$ cat src/common/tape_seq_pkg.sv
// Package of constants and types for the tape block sequencer
package tape_seq_pkg;

  // ------------------------------------------------------------
  // Function codes
  // ------------------------------------------------------------
  localparam logic [2:0] FN_READ_DATA = 3'h2;
  localparam logic [2:0] FN_READ_ALL = 3'h3;
  localparam logic [2:0] FN_WRITE_DATA = 3'h4;
  localparam logic [2:0] FN_WRITE_ALL = 3'h5;

  // ------------------------------------------------------------
  // Register map and fields
  // ------------------------------------------------------------
  localparam logic [3:0] ADDR_CTRL = 4'h0;
  localparam logic [3:0] ADDR_STAT = 4'h4;
  localparam logic [3:0] ADDR_XFER = 4'h8;
  localparam int FN_LSB = 9;
  localparam int CONT_BIT = 12;
  localparam int STATE_LSB = 8;
  localparam logic [2:0] CTRL_FN_RESET = 3'h0;
  localparam logic [1:0] RESP_OKAY = 2'h0;
  localparam logic [1:0] RESP_SLVERR = 2'h2;
  localparam logic [5:0] PARITY_GOOD = 6'h3F;

  // ------------------------------------------------------------
  // Types
  // ------------------------------------------------------------
  typedef enum logic [5:0] {
    idle_state = 6'h01,
    block_mark_state = 6'h02,
    reverse_check_state = 6'h04,
    data_state = 6'h08,
    final_state = 6'h10,
    checksum_state = 6'h20
  } seq_state_t;

  typedef struct packed {
    logic phase1_pulse;
    logic counter_bit0;
    logic counter_bit1;
    logic counter_bit2;
    logic block_mark_decode;
    logic start_block_mark_decode;
    logic end_block_mark_decode;
    logic counter_sync_decode;
    logic up_to_speed;
    logic [2:0] read_bits;
  } tape_in_t;

endpackage

$ cat src/hw/tape_pin_sync.sv
// Two-stage synchroniser for the tape-side inputs
`timescale 1ns/1ps
module tape_pin_sync #(
  parameter int W = 12
) (
  // Clock and reset
  input wire logic clk,
  input wire logic nrst,
  // Async in, synced out
  input wire logic [W-1:0] d,
  output logic [W-1:0] q
);
  logic [W-1:0] meta_q;

  if (W < 1) begin : g_bad_width
    $error("width must be positive");
  end

  // ------------------------------------------------------------
  // First stage feeds only the second
  // ------------------------------------------------------------
  always_ff @(posedge clk or negedge nrst) begin
    if (!nrst) begin
      meta_q <= '0;
      q <= '0;
    end else begin
      meta_q <= d;
      q <= meta_q;
    end
  end
endmodule

$ cat src/hw/block_state_ring.sv
// One-hot ring of block states driven by mark decodes
`timescale 1ns/1ps
module block_state_ring (
  // Clock and reset
  input wire logic clk,
  input wire logic nrst,
  // Events
  input wire logic up_to_speed,
  input wire logic block_mark,
  input wire logic start_mark,
  input wire logic end_mark,
  input wire logic ck_done,
  // State
  output tape_seq_pkg::seq_state_t state_q,
  output logic ck_exit_q
);
  always_ff @(posedge clk or negedge nrst) begin
    if (!nrst) begin
      state_q <= tape_seq_pkg::idle_state;
    end else if (!up_to_speed) begin
      state_q <= tape_seq_pkg::idle_state;
    end else begin
      case (state_q)
        tape_seq_pkg::idle_state: if (block_mark) state_q <= tape_seq_pkg::block_mark_state;
        tape_seq_pkg::block_mark_state: if (start_mark) begin
          state_q <= tape_seq_pkg::reverse_check_state;
        end
        tape_seq_pkg::reverse_check_state: if (start_mark) state_q <= tape_seq_pkg::data_state;
        tape_seq_pkg::data_state: if (end_mark) state_q <= tape_seq_pkg::final_state;
        tape_seq_pkg::final_state: if (end_mark) state_q <= tape_seq_pkg::checksum_state;
        tape_seq_pkg::checksum_state: if (ck_done) state_q <= tape_seq_pkg::idle_state;
        default: state_q <= tape_seq_pkg::idle_state;
      endcase
    end
  end

  always_ff @(posedge clk or negedge nrst) begin
    if (!nrst) begin
      ck_exit_q <= 1'b0;
    end else begin
      ck_exit_q <= up_to_speed && ck_done && state_q == tape_seq_pkg::checksum_state;
    end
  end

  property p_idle_forced;
    @(posedge clk) disable iff (!nrst)
      !up_to_speed |=> state_q == tape_seq_pkg::idle_state;
  endproperty
  a_idle_forced: assert property (p_idle_forced) else $error("ring not idle");
endmodule

$ cat src/hw/tape_block_read_write_sequencer.sv
// Read/write sequencer for block-formatted tape with AXI4-Lite control
//
// The address map and the AXI4-Lite interface to the registers are this design's own decisions.
`timescale 1ns/1ps
module tape_block_read_write_sequencer #(
  parameter int ADDR_W = 4
) (
  // Clock and reset
  input wire logic clk,
  input wire logic nrst,
  // AXI4-Lite write
  input wire logic [ADDR_W-1:0] awaddr,
  input wire logic awvalid,
  output logic awready,
  input wire logic [31:0] wdata,
  input wire logic [3:0] wstrb,
  input wire logic wvalid,
  output logic wready,
  output logic [1:0] bresp,
  output logic bvalid,
  input wire logic bready,
  // AXI4-Lite read
  input wire logic [ADDR_W-1:0] araddr,
  input wire logic arvalid,
  output logic arready,
  output logic [31:0] rdata,
  output logic [1:0] rresp,
  output logic rvalid,
  input wire logic rready,
  // Tape side
  input wire tape_seq_pkg::tape_in_t tape_in,
  output logic [2:0] write_bits,
  output logic write_enable_flop,
  // Data-break channel
  output logic data_flag,
  input wire logic break_grant,
  input wire logic word_count_overflow_pulse,
  input wire logic [17:0] break_data_in,
  output logic [17:0] break_data_out
);
  if (ADDR_W < 4) begin : g_bad_addr
    $error("address width too small for map");
  end

  // ------------------------------------------------------------
  // Input sync and edges
  // ------------------------------------------------------------
  tape_seq_pkg::tape_in_t t;
  tape_seq_pkg::tape_in_t t_p;
  tape_seq_pkg::seq_state_t st_q;
  logic ck_exit;

  tape_pin_sync #(.W($bits(tape_seq_pkg::tape_in_t))) u_sync (
    .clk(clk),
    .nrst(nrst),
    .d(tape_in),
    .q(t)
  );

  always_ff @(posedge clk or negedge nrst) begin
    if (!nrst) begin
      t_p <= '0;
    end else begin
      t_p <= t;
    end
  end

  logic ph1, c0_rise, c0_fall, c2_rise, c2_fall, c1_rise;
  logic sm, em, bm, cs;
  assign ph1 = t.phase1_pulse & ~t_p.phase1_pulse;
  assign c0_rise = t.counter_bit0 & ~t_p.counter_bit0;
  assign c0_fall = ~t.counter_bit0 & t_p.counter_bit0;
  assign c2_rise = t.counter_bit2 & ~t_p.counter_bit2;
  assign c2_fall = ~t.counter_bit2 & t_p.counter_bit2;
  assign c1_rise = t.counter_bit1 & ~t_p.counter_bit1;
  assign sm = t.start_block_mark_decode & ~t_p.start_block_mark_decode;
  assign em = t.end_block_mark_decode & ~t_p.end_block_mark_decode;
  assign bm = t.block_mark_decode & ~t_p.block_mark_decode;
  assign cs = t.counter_sync_decode & ~t_p.counter_sync_decode;

  block_state_ring u_ring (
    .clk(clk),
    .nrst(nrst),
    .up_to_speed(t.up_to_speed),
    .block_mark(bm),
    .start_mark(sm),
    .end_mark(em),
    .ck_done(c1_rise),
    .state_q(st_q),
    .ck_exit_q(ck_exit)
  );

  // ------------------------------------------------------------
  // Flops and decodes
  // ------------------------------------------------------------
  logic [2:0] fn_q;
  logic cont_q, all_p_q, sync_q, wcp_q, ovf_q, winh_q, skip_q, eop_q, par_q;
  logic [5:0] rwb_q, lpb_q;
  logic [ADDR_W-1:0] awaddr_q;
  logic [31:0] wdata_q;
  logic [3:0] wstrb_q;
  logic aw_ok_q, w_ok_q, wr_fire, ctrl_wr;
  logic rd_data, rd_all, wr_data, wr_all, rev_st, dat_st;
  logic rot, xor_ev, clr_dtb, load_par, go_all, df_set, rall_set, write_enable_flop_d;

  assign rd_data = fn_q == tape_seq_pkg::FN_READ_DATA;
  assign rd_all = fn_q == tape_seq_pkg::FN_READ_ALL;
  assign wr_data = fn_q == tape_seq_pkg::FN_WRITE_DATA;
  assign wr_all = fn_q == tape_seq_pkg::FN_WRITE_ALL;
  assign rev_st = st_q == tape_seq_pkg::reverse_check_state;
  assign dat_st = st_q == tape_seq_pkg::data_state;

  // Gate and inhibit both act before the flop, so outputs stay registered
  assign write_enable_flop_d = sync_q & ~winh_q & ~eop_q
    & ((wr_data & (rev_st | dat_st)) | wr_all);
  assign rot = c2_fall & ((rd_data & dat_st) | (rd_all & sync_q) | write_enable_flop);
  assign xor_ev = rot | (rev_st & c2_fall & (rd_data | wr_data));
  assign go_all = wr_all & sync_q & c0_rise & winh_q & wcp_q & ~skip_q;
  assign clr_dtb = (wr_data & sync_q & rev_st & c0_rise)
    | go_all | (write_enable_flop & c0_rise & (dat_st | wr_all));
  assign load_par = wr_data & st_q == tape_seq_pkg::final_state & em;
  assign rall_set = rd_all & sync_q & c0_fall & wcp_q & ~eop_q;
  assign df_set = (rd_data & dat_st & c2_fall & wcp_q)
    | rall_set | (clr_dtb & wcp_q);
  assign ctrl_wr = wr_fire & awaddr_q[3:0] == tape_seq_pkg::ADDR_CTRL & wstrb_q[1];

  // ------------------------------------------------------------
  // Function register
  // ------------------------------------------------------------
  always_ff @(posedge clk or negedge nrst) begin
    if (!nrst) begin
      fn_q <= tape_seq_pkg::CTRL_FN_RESET;
      cont_q <= 1'b0;
    end else if (ctrl_wr) begin
      fn_q <= wdata_q[tape_seq_pkg::FN_LSB +: 3];
      cont_q <= wdata_q[tape_seq_pkg::CONT_BIT];
    end
  end

  // ------------------------------------------------------------
  // Sync lock, word count, overflow in block
  // ------------------------------------------------------------
  always_ff @(posedge clk or negedge nrst) begin
    if (!nrst) begin
      sync_q <= 1'b0;
    end else if (!t.up_to_speed) begin
      sync_q <= 1'b0;
    end else if (cs) begin
      sync_q <= 1'b1;
    end
  end

  always_ff @(posedge clk or negedge nrst) begin
    if (!nrst) begin
      wcp_q <= 1'b0;
      ovf_q <= 1'b0;
    end else begin
      if (ctrl_wr) begin
        wcp_q <= 1'b1;
      end else if (word_count_overflow_pulse) begin
        wcp_q <= 1'b0;
      end
      if (word_count_overflow_pulse) begin
        ovf_q <= 1'b1;
      end else if (ck_exit) begin
        ovf_q <= 1'b0;
      end
    end
  end

  // ------------------------------------------------------------
  // Write inhibit and late-selection skip
  // ------------------------------------------------------------
  always_ff @(posedge clk or negedge nrst) begin
    if (!nrst) begin
      all_p_q <= 1'b0;
      winh_q <= 1'b0;
      skip_q <= 1'b0;
    end else begin
      all_p_q <= wr_all;
      if (wr_all & ~all_p_q) begin
        winh_q <= 1'b1;
        skip_q <= ~t.counter_bit2;
      end else if (wr_all & cont_q & word_count_overflow_pulse) begin
        winh_q <= 1'b1;
      end else if (go_all) begin
        winh_q <= 1'b0;
      end else if (c0_rise) begin
        skip_q <= 1'b0;
      end
    end
  end

  always_ff @(posedge clk or negedge nrst) begin
    if (!nrst) begin
      write_enable_flop <= 1'b0;
    end else begin
      write_enable_flop <= write_enable_flop_d;
    end
  end

  // ------------------------------------------------------------
  // Read/write buffer and transfer buffer
  // ------------------------------------------------------------
  always_ff @(posedge clk or negedge nrst) begin
    if (!nrst) begin
      rwb_q <= 6'h00;
    end else if (rot) begin
      rwb_q <= break_data_out[17:12];
    end else if (ph1 & ~write_enable_flop & sync_q & (rd_data | rd_all)) begin
      rwb_q <= {rwb_q[2:0], t.read_bits};
    end else if (ph1 & write_enable_flop) begin
      rwb_q[5:3] <= ~rwb_q[5:3];
    end else if (c2_rise & write_enable_flop) begin
      rwb_q <= {rwb_q[2:0], 3'h0};
    end
  end
  assign write_bits = rwb_q[5:3];

  always_ff @(posedge clk or negedge nrst) begin
    if (!nrst) begin
      break_data_out <= 18'h00000;
    end else if (break_grant & data_flag & (wr_data | wr_all)) begin
      break_data_out <= break_data_in;
    end else if (load_par) begin
      break_data_out[5:0] <= lpb_q;
    end else if (clr_dtb) begin
      break_data_out <= 18'h00000;
    end else if (rot) begin
      break_data_out <= {break_data_out[11:0], rwb_q};
    end
  end

  always_ff @(posedge clk or negedge nrst) begin
    if (!nrst) begin
      lpb_q <= 6'h00;
    end else if (rev_st & ph1 & t.counter_bit2 & (rd_data | wr_data)) begin
      lpb_q <= 6'h00;
    end else if (xor_ev) begin
      lpb_q <= lpb_q ^ rwb_q;
    end
  end

  // ------------------------------------------------------------
  // Flags; a set in the clearing cycle wins
  // ------------------------------------------------------------
  always_ff @(posedge clk or negedge nrst) begin
    if (!nrst) begin
      data_flag <= 1'b0;
    end else if (df_set) begin
      data_flag <= 1'b1;
    end else if (break_grant) begin
      data_flag <= 1'b0;
    end
  end

  always_ff @(posedge clk or negedge nrst) begin
    if (!nrst) begin
      eop_q <= 1'b0;
      par_q <= 1'b0;
    end else begin
      if (ck_exit & (rd_data | wr_data) & (~cont_q | ovf_q)) begin
        eop_q <= 1'b1;
      end else if ((rd_all & ~cont_q & rall_set)
          | ((rd_all | wr_all) & cont_q & word_count_overflow_pulse)) begin
        eop_q <= 1'b1;
      end else if (ctrl_wr) begin
        eop_q <= 1'b0;
      end
      if (ck_exit & (rd_data | wr_data) & lpb_q != tape_seq_pkg::PARITY_GOOD) begin
        par_q <= 1'b1;
      end else if (ctrl_wr) begin
        par_q <= 1'b0;
      end
    end
  end

  // ------------------------------------------------------------
  // AXI4-Lite write channel
  // ------------------------------------------------------------
  assign wr_fire = aw_ok_q & w_ok_q & ~bvalid;

  always_ff @(posedge clk or negedge nrst) begin
    if (!nrst) begin
      awready <= 1'b1;
      wready <= 1'b1;
      aw_ok_q <= 1'b0;
      w_ok_q <= 1'b0;
      awaddr_q <= '0;
      wdata_q <= 32'h00000000;
      wstrb_q <= 4'h0;
      bvalid <= 1'b0;
      bresp <= tape_seq_pkg::RESP_OKAY;
    end else begin
      if (awvalid & awready) begin
        awready <= 1'b0;
        aw_ok_q <= 1'b1;
        awaddr_q <= awaddr;
      end
      if (wvalid & wready) begin
        wready <= 1'b0;
        w_ok_q <= 1'b1;
        wdata_q <= wdata;
        wstrb_q <= wstrb;
      end
      if (wr_fire) begin
        aw_ok_q <= 1'b0;
        w_ok_q <= 1'b0;
        bvalid <= 1'b1;
        bresp <= (awaddr_q[3:0] == tape_seq_pkg::ADDR_CTRL) ? tape_seq_pkg::RESP_OKAY
          : tape_seq_pkg::RESP_SLVERR;
      end else if (bvalid & bready) begin
        bvalid <= 1'b0;
        awready <= 1'b1;
        wready <= 1'b1;
      end
    end
  end

  // ------------------------------------------------------------
  // AXI4-Lite read channel
  // ------------------------------------------------------------
  always_ff @(posedge clk or negedge nrst) begin
    if (!nrst) begin
      arready <= 1'b1;
      rvalid <= 1'b0;
      rdata <= 32'h00000000;
      rresp <= tape_seq_pkg::RESP_OKAY;
    end else if (arvalid & arready) begin
      arready <= 1'b0;
      rvalid <= 1'b1;
      rresp <= tape_seq_pkg::RESP_OKAY;
      rdata <= 32'h00000000;
      case (araddr[3:0])
        tape_seq_pkg::ADDR_CTRL: begin
          rdata[tape_seq_pkg::FN_LSB +: 3] <= fn_q;
          rdata[tape_seq_pkg::CONT_BIT] <= cont_q;
        end
        tape_seq_pkg::ADDR_STAT: begin
          rdata[6:0] <= {wcp_q, winh_q, write_enable_flop, sync_q, par_q, eop_q, data_flag};
          rdata[tape_seq_pkg::STATE_LSB +: 6] <= st_q;
        end
        tape_seq_pkg::ADDR_XFER: rdata[17:0] <= break_data_out;
        default: rresp <= tape_seq_pkg::RESP_SLVERR;
      endcase
    end else if (rvalid & rready) begin
      rvalid <= 1'b0;
      arready <= 1'b1;
    end
  end

  // ------------------------------------------------------------
  // Checks
  // ------------------------------------------------------------
  property p_grant_clears;
    @(posedge clk) disable iff (!nrst)
      break_grant && data_flag && !df_set |=> !data_flag;
  endproperty
  a_grant_clears: assert property (p_grant_clears) else $error("grant left flag");

  property p_read_request;
    @(posedge clk) disable iff (!nrst)
      rd_data && dat_st && c2_fall && wcp_q |=> data_flag;
  endproperty
  a_read_request: assert property (p_read_request) else $error("no read request");

  property p_no_req_after_ovf;
    @(posedge clk) disable iff (!nrst)
      !wcp_q && !data_flag && !clr_dtb |=> !data_flag;
  endproperty
  a_no_req_after_ovf: assert property (p_no_req_after_ovf) else $error("req after ovf");

  property p_parity_error;
    @(posedge clk) disable iff (!nrst)
      ck_exit && rd_data && lpb_q != tape_seq_pkg::PARITY_GOOD |=> par_q;
  endproperty
  a_parity_error: assert property (p_parity_error) else $error("parity not flagged");

  property p_normal_end;
    @(posedge clk) disable iff (!nrst)
      ck_exit && (rd_data || wr_data) && !cont_q |=> eop_q;
  endproperty
  a_normal_end: assert property (p_normal_end) else $error("end flag missing");

  property p_inhibit_blocks;
    @(posedge clk) disable iff (!nrst)
      winh_q ##1 winh_q |-> !write_enable_flop;
  endproperty
  a_inhibit_blocks: assert property (p_inhibit_blocks) else $error("write under inhibit");

  property p_parity_load;
    @(posedge clk) disable iff (!nrst)
      load_par && !(break_grant && data_flag) |=> break_data_out[5:0] == $past(lpb_q);
  endproperty
  a_parity_load: assert property (p_parity_load) else $error("parity not loaded");

  property p_all_start;
    @(posedge clk) disable iff (!nrst)
      go_all && !break_grant |=> !winh_q && data_flag && break_data_out == 18'h00000;
  endproperty
  a_all_start: assert property (p_all_start) else $error("write all no start");
endmodule

$ cat config.mk
export PLATFORM = sky130hd
export DESIGN_NAME = tape_block_read_write_sequencer
export DESIGN_NICKNAME = d
export VERILOG_FILES = /design/src/common/tape_seq_pkg.sv /design/src/hw/tape_pin_sync.sv /design/src/hw/block_state_ring.sv /design/src/hw/tape_block_read_write_sequencer.sv
export SDC_FILE = /design/constraint.sdc
export NUM_CORES = 1
export LEC_CHECK = 0
export ABC_AREA = 1
export BUFFER_PORTS_ARGS = -buffer_cell sky130_fd_sc_hd__buf_4
export CAP_MARGIN = 20
export CORE_MARGIN = 4
export CORE_UTILIZATION = 30
export DETAILED_ROUTE_END_ITERATION = 12
export PLACE_DENSITY_LB_ADDON = 0.2
export SLEW_MARGIN = 20
export SYNTH_ARGS = -nofsm -noshare
export SYNTH_HDL_FRONTEND = slang
export SYNTH_SLANG_ARGS = --single-unit
$ cat constraint.sdc
create_clock -name clk -period 3.45 [get_ports clk]
set_input_delay 1.035 -clock clk [delete_from_list [all_inputs] [get_ports clk]]
set_output_delay 1.035 -clock clk [all_outputs]
set_load 0.005 [all_outputs]
[Yosys cells after proc, flatten, opt, wreduce, memory -nomap -nowiden]
Cells that the tools add are included.
Operators by class
  bitwise gates (word level): 101
  mux-type cells: 63
  reduce and logical (&&, ||, !) cells: 25
  eq/ne operators: 24
Operators with widths (number)
  6-bit 2-to-1 mux: 13
  1-bit bitwise AND: 66
  18-bit 2-to-1 mux: 3
  1-bit 2-to-1 mux: 36
  6-bit case mux with 6 select lines: 1
  2-bit nonzero test: 10
  3-bit inequality test (second input constant): 6
  1-bit NOT: 17
  1-bit bitwise OR: 16
  7-bit case mux with 2 select lines: 1
  12-bit 2-to-1 mux: 1
  4-bit case mux with 3 select lines: 1
  3-bit nonzero test: 4
  4-bit zero test: 2
  4-bit nonzero test: 2
  3-bit by 2-bit equality test with 1-bit output (second input constant): 2
  3-bit equality test (second input constant): 2
  6-bit by 1-bit equality test with 1-bit output (second input constant): 1
  6-bit by 2-bit equality test with 1-bit output (second input constant): 1
  6-bit by 3-bit equality test with 1-bit output (second input constant): 1
  6-bit by 4-bit equality test with 1-bit output (second input constant): 1
  6-bit by 5-bit equality test with 1-bit output (second input constant): 1
  6-bit equality test (second input constant): 1
  3-bit 2-to-1 mux: 2
  other kinds (16): 22
Storage, ports and cells
  logic and storage cells: 255
  register bits: 131
  output and inout bits: 64

[Depth between registers and ports, before layout]
  word-level depth: 11
  mapped depth: 12
  mapped depth without buffers: 11

[By module]
A second synthesis with hierarchy kept.
Unflattened totals
  cells, all modules: 731
  area, all modules: 5848.1 sq um
By module, submodules not included
  tape_block_read_write_sequencer: area each 4714.5 sq um, times used 1, cells an instance 632
  tape_pin_sync: area each 600.6 sq um, times used 1, cells an instance 24
  block_state_ring: area each 533.0 sq um, times used 1, cells an instance 75

[Worst setup path after synthesis]
Ideal clock, no wire load.
  path type: input to register
  start point: input port break_grant
  end point: register break_data_out[10]
  arrival: 1.833 ns
  stages: 8
  setup slack: 1.499 ns
  library setup time: 0.117 ns
  required time: 3.333 ns
  cell sequence: nand2_1 > nor2_8 > inv_2 > buf_2 > nand4_2 > buf_6 > nand3_1 > nand2_1
On the way
  cells in the longest elaborated chain, start to end: 4
  elaborated cells between the ends (all ways): 6
Ends and longest elaborated chain
  start: declaration: RTL line tape_block_read_write_sequencer.sv:36  | input wire logic break_grant,
  1-bit bitwise AND * (2 in a row): RTL line tape_block_read_write_sequencer.sv:223  | end else if (break_grant & data_flag & (wr_data | wr_all)) begin
  2-bit by 1-bit inequality test with 1-bit output (no line) or 3-bit nonzero test (tied branches)
  2-bit AND reduction (no line)
  end signal: assignment: RTL line tape_block_read_write_sequencer.sv:224  | break_data_out <= break_data_in;
  end signal: assignment: RTL line tape_block_read_write_sequencer.sv:230  | break_data_out <= {break_data_out[11:0], rwb_q};
  end: declaration: RTL line tape_block_read_write_sequencer.sv:39  | output logic [17:0] break_data_out
Mark *: on every way between the ends. The rest lies on a longest branch, timed or not.
A chain may end at the register's enable or synchronous reset.

[Worst setup path in the final report]
  start point: register break_data_out[13]
  end point: output port break_data_out[13]
No word-level cell between the ends.

==> impl_metrics.ini <==
[run_status]
status = complete, no violations

[power]
leakage_uw = 0.00381
power_uw = 4620
power_density_mw_per_mm2 = 646
ir_drop_v = 0.000357

[yosys]
muxShareOfSynthArea = 0
postSynthCellCount = 694
synthAdderAreaFrac = 0
synthDistinctLibCells = 35
synth_top_area_frac = 0.507
synth-seq-cells = 119
synth_xor_area_frac = 0
synth_compound_area_frac = 0.0727
synth_area_leaders = dfrtp_1, nand2_1, inv_1
postSynthAreaPerCell_um2 = 8.18
synth_top_area_cell = dfrtp_1
async_flop_share = 1.00
netlist_area_mm2 = 0.00568
synth_edf_count = 0
synth-simple-area-share = 0.293
yosys_warnings = 0
synth_top_family_by_area = simple AND/OR/NAND/NOR gates
synth-seq-area-share = 0.525
synthFlopType = dfrtp_1

[cells_and_area]
layout_commonest_cell = nand2_1
drive_gt1_frac = 0.210
layout_common_cells = nand2_1, dfrtp_1, buf_4
layout.nets = 875
syn_to_final_growth_pct = 26.0
final-seq-area_mm2 = 0.00298
multi_input_area_mm2 = 0.00213
antenna_cells = 0
nFillCells = 1965

[die]
initial_core_util = 0.304
fp-row-count = 50
dieArea_mm2 = 0.0212
die_h_um = 146
io_pins = 147
core-area_mm2 = 0.0186
die_w_um = 146

[global_route]
grtUsageMet1 = 0.209
grt_pass1_wl_mm = 24.6
grt_max_degree = 120
grt_pass1_vias = 4598
met3_usage = 0.0402
track_usage = 0.145
use_met2 = 0.213
grt-ovfl-total = 0
busiest_layer = met2
antenna_found_initial = 0

[setup_path]
r2r_start = fn_q[1]
worst-path-max-fanout = 4
critical_path.slowest_cell = dfrtp_1
worstPathRequired_ns = 2.41
cp_top_family = flip-flops
crit_path_end_kind = output port
r2r_end = break_data_out[17]
crit_buf_inv = 1
critPathKind = reg -> out
path_cells = buf_4
cp_data_arrival_time_ns = 1.11
crit_path_start_kind = flip-flop
r2r_setup_slack_ns = 1.32
max_stage_delay_ns = 0.52
reg2reg_depth = 6

[sta]
slew_headroom = 0.562
fmax_ghz = 0.467
final.min_clock_period_ns = 2.14
hold_violations = 0
setup_viol = 0
tightest_slew_ns = 0.651
fin_skew_ns = 0.00735
min_period_over_period = 0.621
grt_setup_unrepaired = false
drv_slew = 0
finalSetupTns_ns = 0

[detailed_routing]
drc = 0
dr.pass1.iters = 5
dr_total_vias = 4590
wl_per_cell_um = 14.3
ant_nets = 0
drtIter0Drc = 265
routed_wl_mm = 14.9
viasPerCell = 4.42

[min_path]
hold_path_end = u_sync.q[8]
hp-start = u_sync.meta_q[8]
hold_depth = 0
hp-class = reg -> reg

[clock_tree]
clk_latency_ns = 0.41
cts_repair_resize_count = 0
clk_path_buf_depth = 2
cts_tree = built
clock_sinks = 119
cts_setup_buffers = 0
htree_levels = 4
postCtsHoldBufs = 0
cts_buffers = 17
cts_root_buf = clkbuf_16
clk_pin_slew_ns = 0.06

[placement]
dp.final_hpwl_mm = 10.8
io_buffers = 99
routabilityCongestion = 0.844

[job]
max-cap-violations = 0
## how the worst max path moves through the flow
stage | from | endpoint | slack (ns) | cells past startpoint
2_1_floorplan | break_grant | break_data_out[10] | 1.50 | 8
3_3_place_gp | arvalid | rdata[9] | 0.91 | 6
6_report | break_data_out[13] | break_data_out[13] | 1.31 | 1
4_1_cts | break_data_out[13] | break_data_out[13] | 1.26 | 1
3_5_place_dp | arvalid | rdata[9] | 0.89 | 6
5_1_grt | fn_q[1] | break_data_out[15] | 1.07 | 6
## flip-flops by register name (all words and copies together) (netlist names), 3 cells and up
signal and count:
u_sync.q 12, u_sync.meta_q 12, break_data_out 18, awaddr_q 4
t_p 8, rdata 18, rwb_q 6, fn_q 3
u_ring.state_q 6, lpb_q 6, wdata_q 4
## cells by family after synthesis
kind of cell	after synthesis
simple gates	365
buf+inv	132
flops	119
compound gates	77
other cells	1
## per-layer routing
layer  up-vias  wire, um
li1       2355         -
met1      2074      7280
met2       145      6470
met3        16       975
met4         0       181
met5         -         0
## layout make-up
| type | instances | area share |
|---|---|---|
| flip-flops and latches | 119 | 0.417 |
| multi-input cells | 458 | 0.298 |
| repair buffers | 101 | 0.108 |
| clock buffers | 18 | 0.0614 |
| inverters | 95 | 0.0500 |
| well taps | 234 | 0.0409 |
| clock inverters | 14 | 0.0243 |
## per-stage QoR
stage	instance area (um2)	hold slack, ns	std cells	setup WS [ns]	utilization
finish	7150	0.345	1039	1.31	0.384
global route	7150	0.351	1039	1.07	0.384
CTS	7150	0.349	1039	1.26	0.384
detailed placement	6540	0.336	1007	0.888	0.351
global placement	6540	0.333	1007	0.909	0.351
floorplan	5730	0.331	709	1.50	-
## power by group
group	internal (uW)	switching [uW]
Combinational	394	554
Clock	1160	670
Sequential	1650	192
Total	3200	1420
## synthesized netlist by cell type, types with 5 or more instances
cell type  count
o22ai_1       10
nand2_2        6
o21ai_0       46
buf_2          5
buf_4         22
nor2_2         5
nand4_1        9
nand3_1       57
clkbuf_1       6
inv_1         88
nand2_1      207
dfrtp_1      115
inv_2          5
or2_1          6
nor2_1        55
a21oi_1       15
Power figures use the tool's default switching activity.
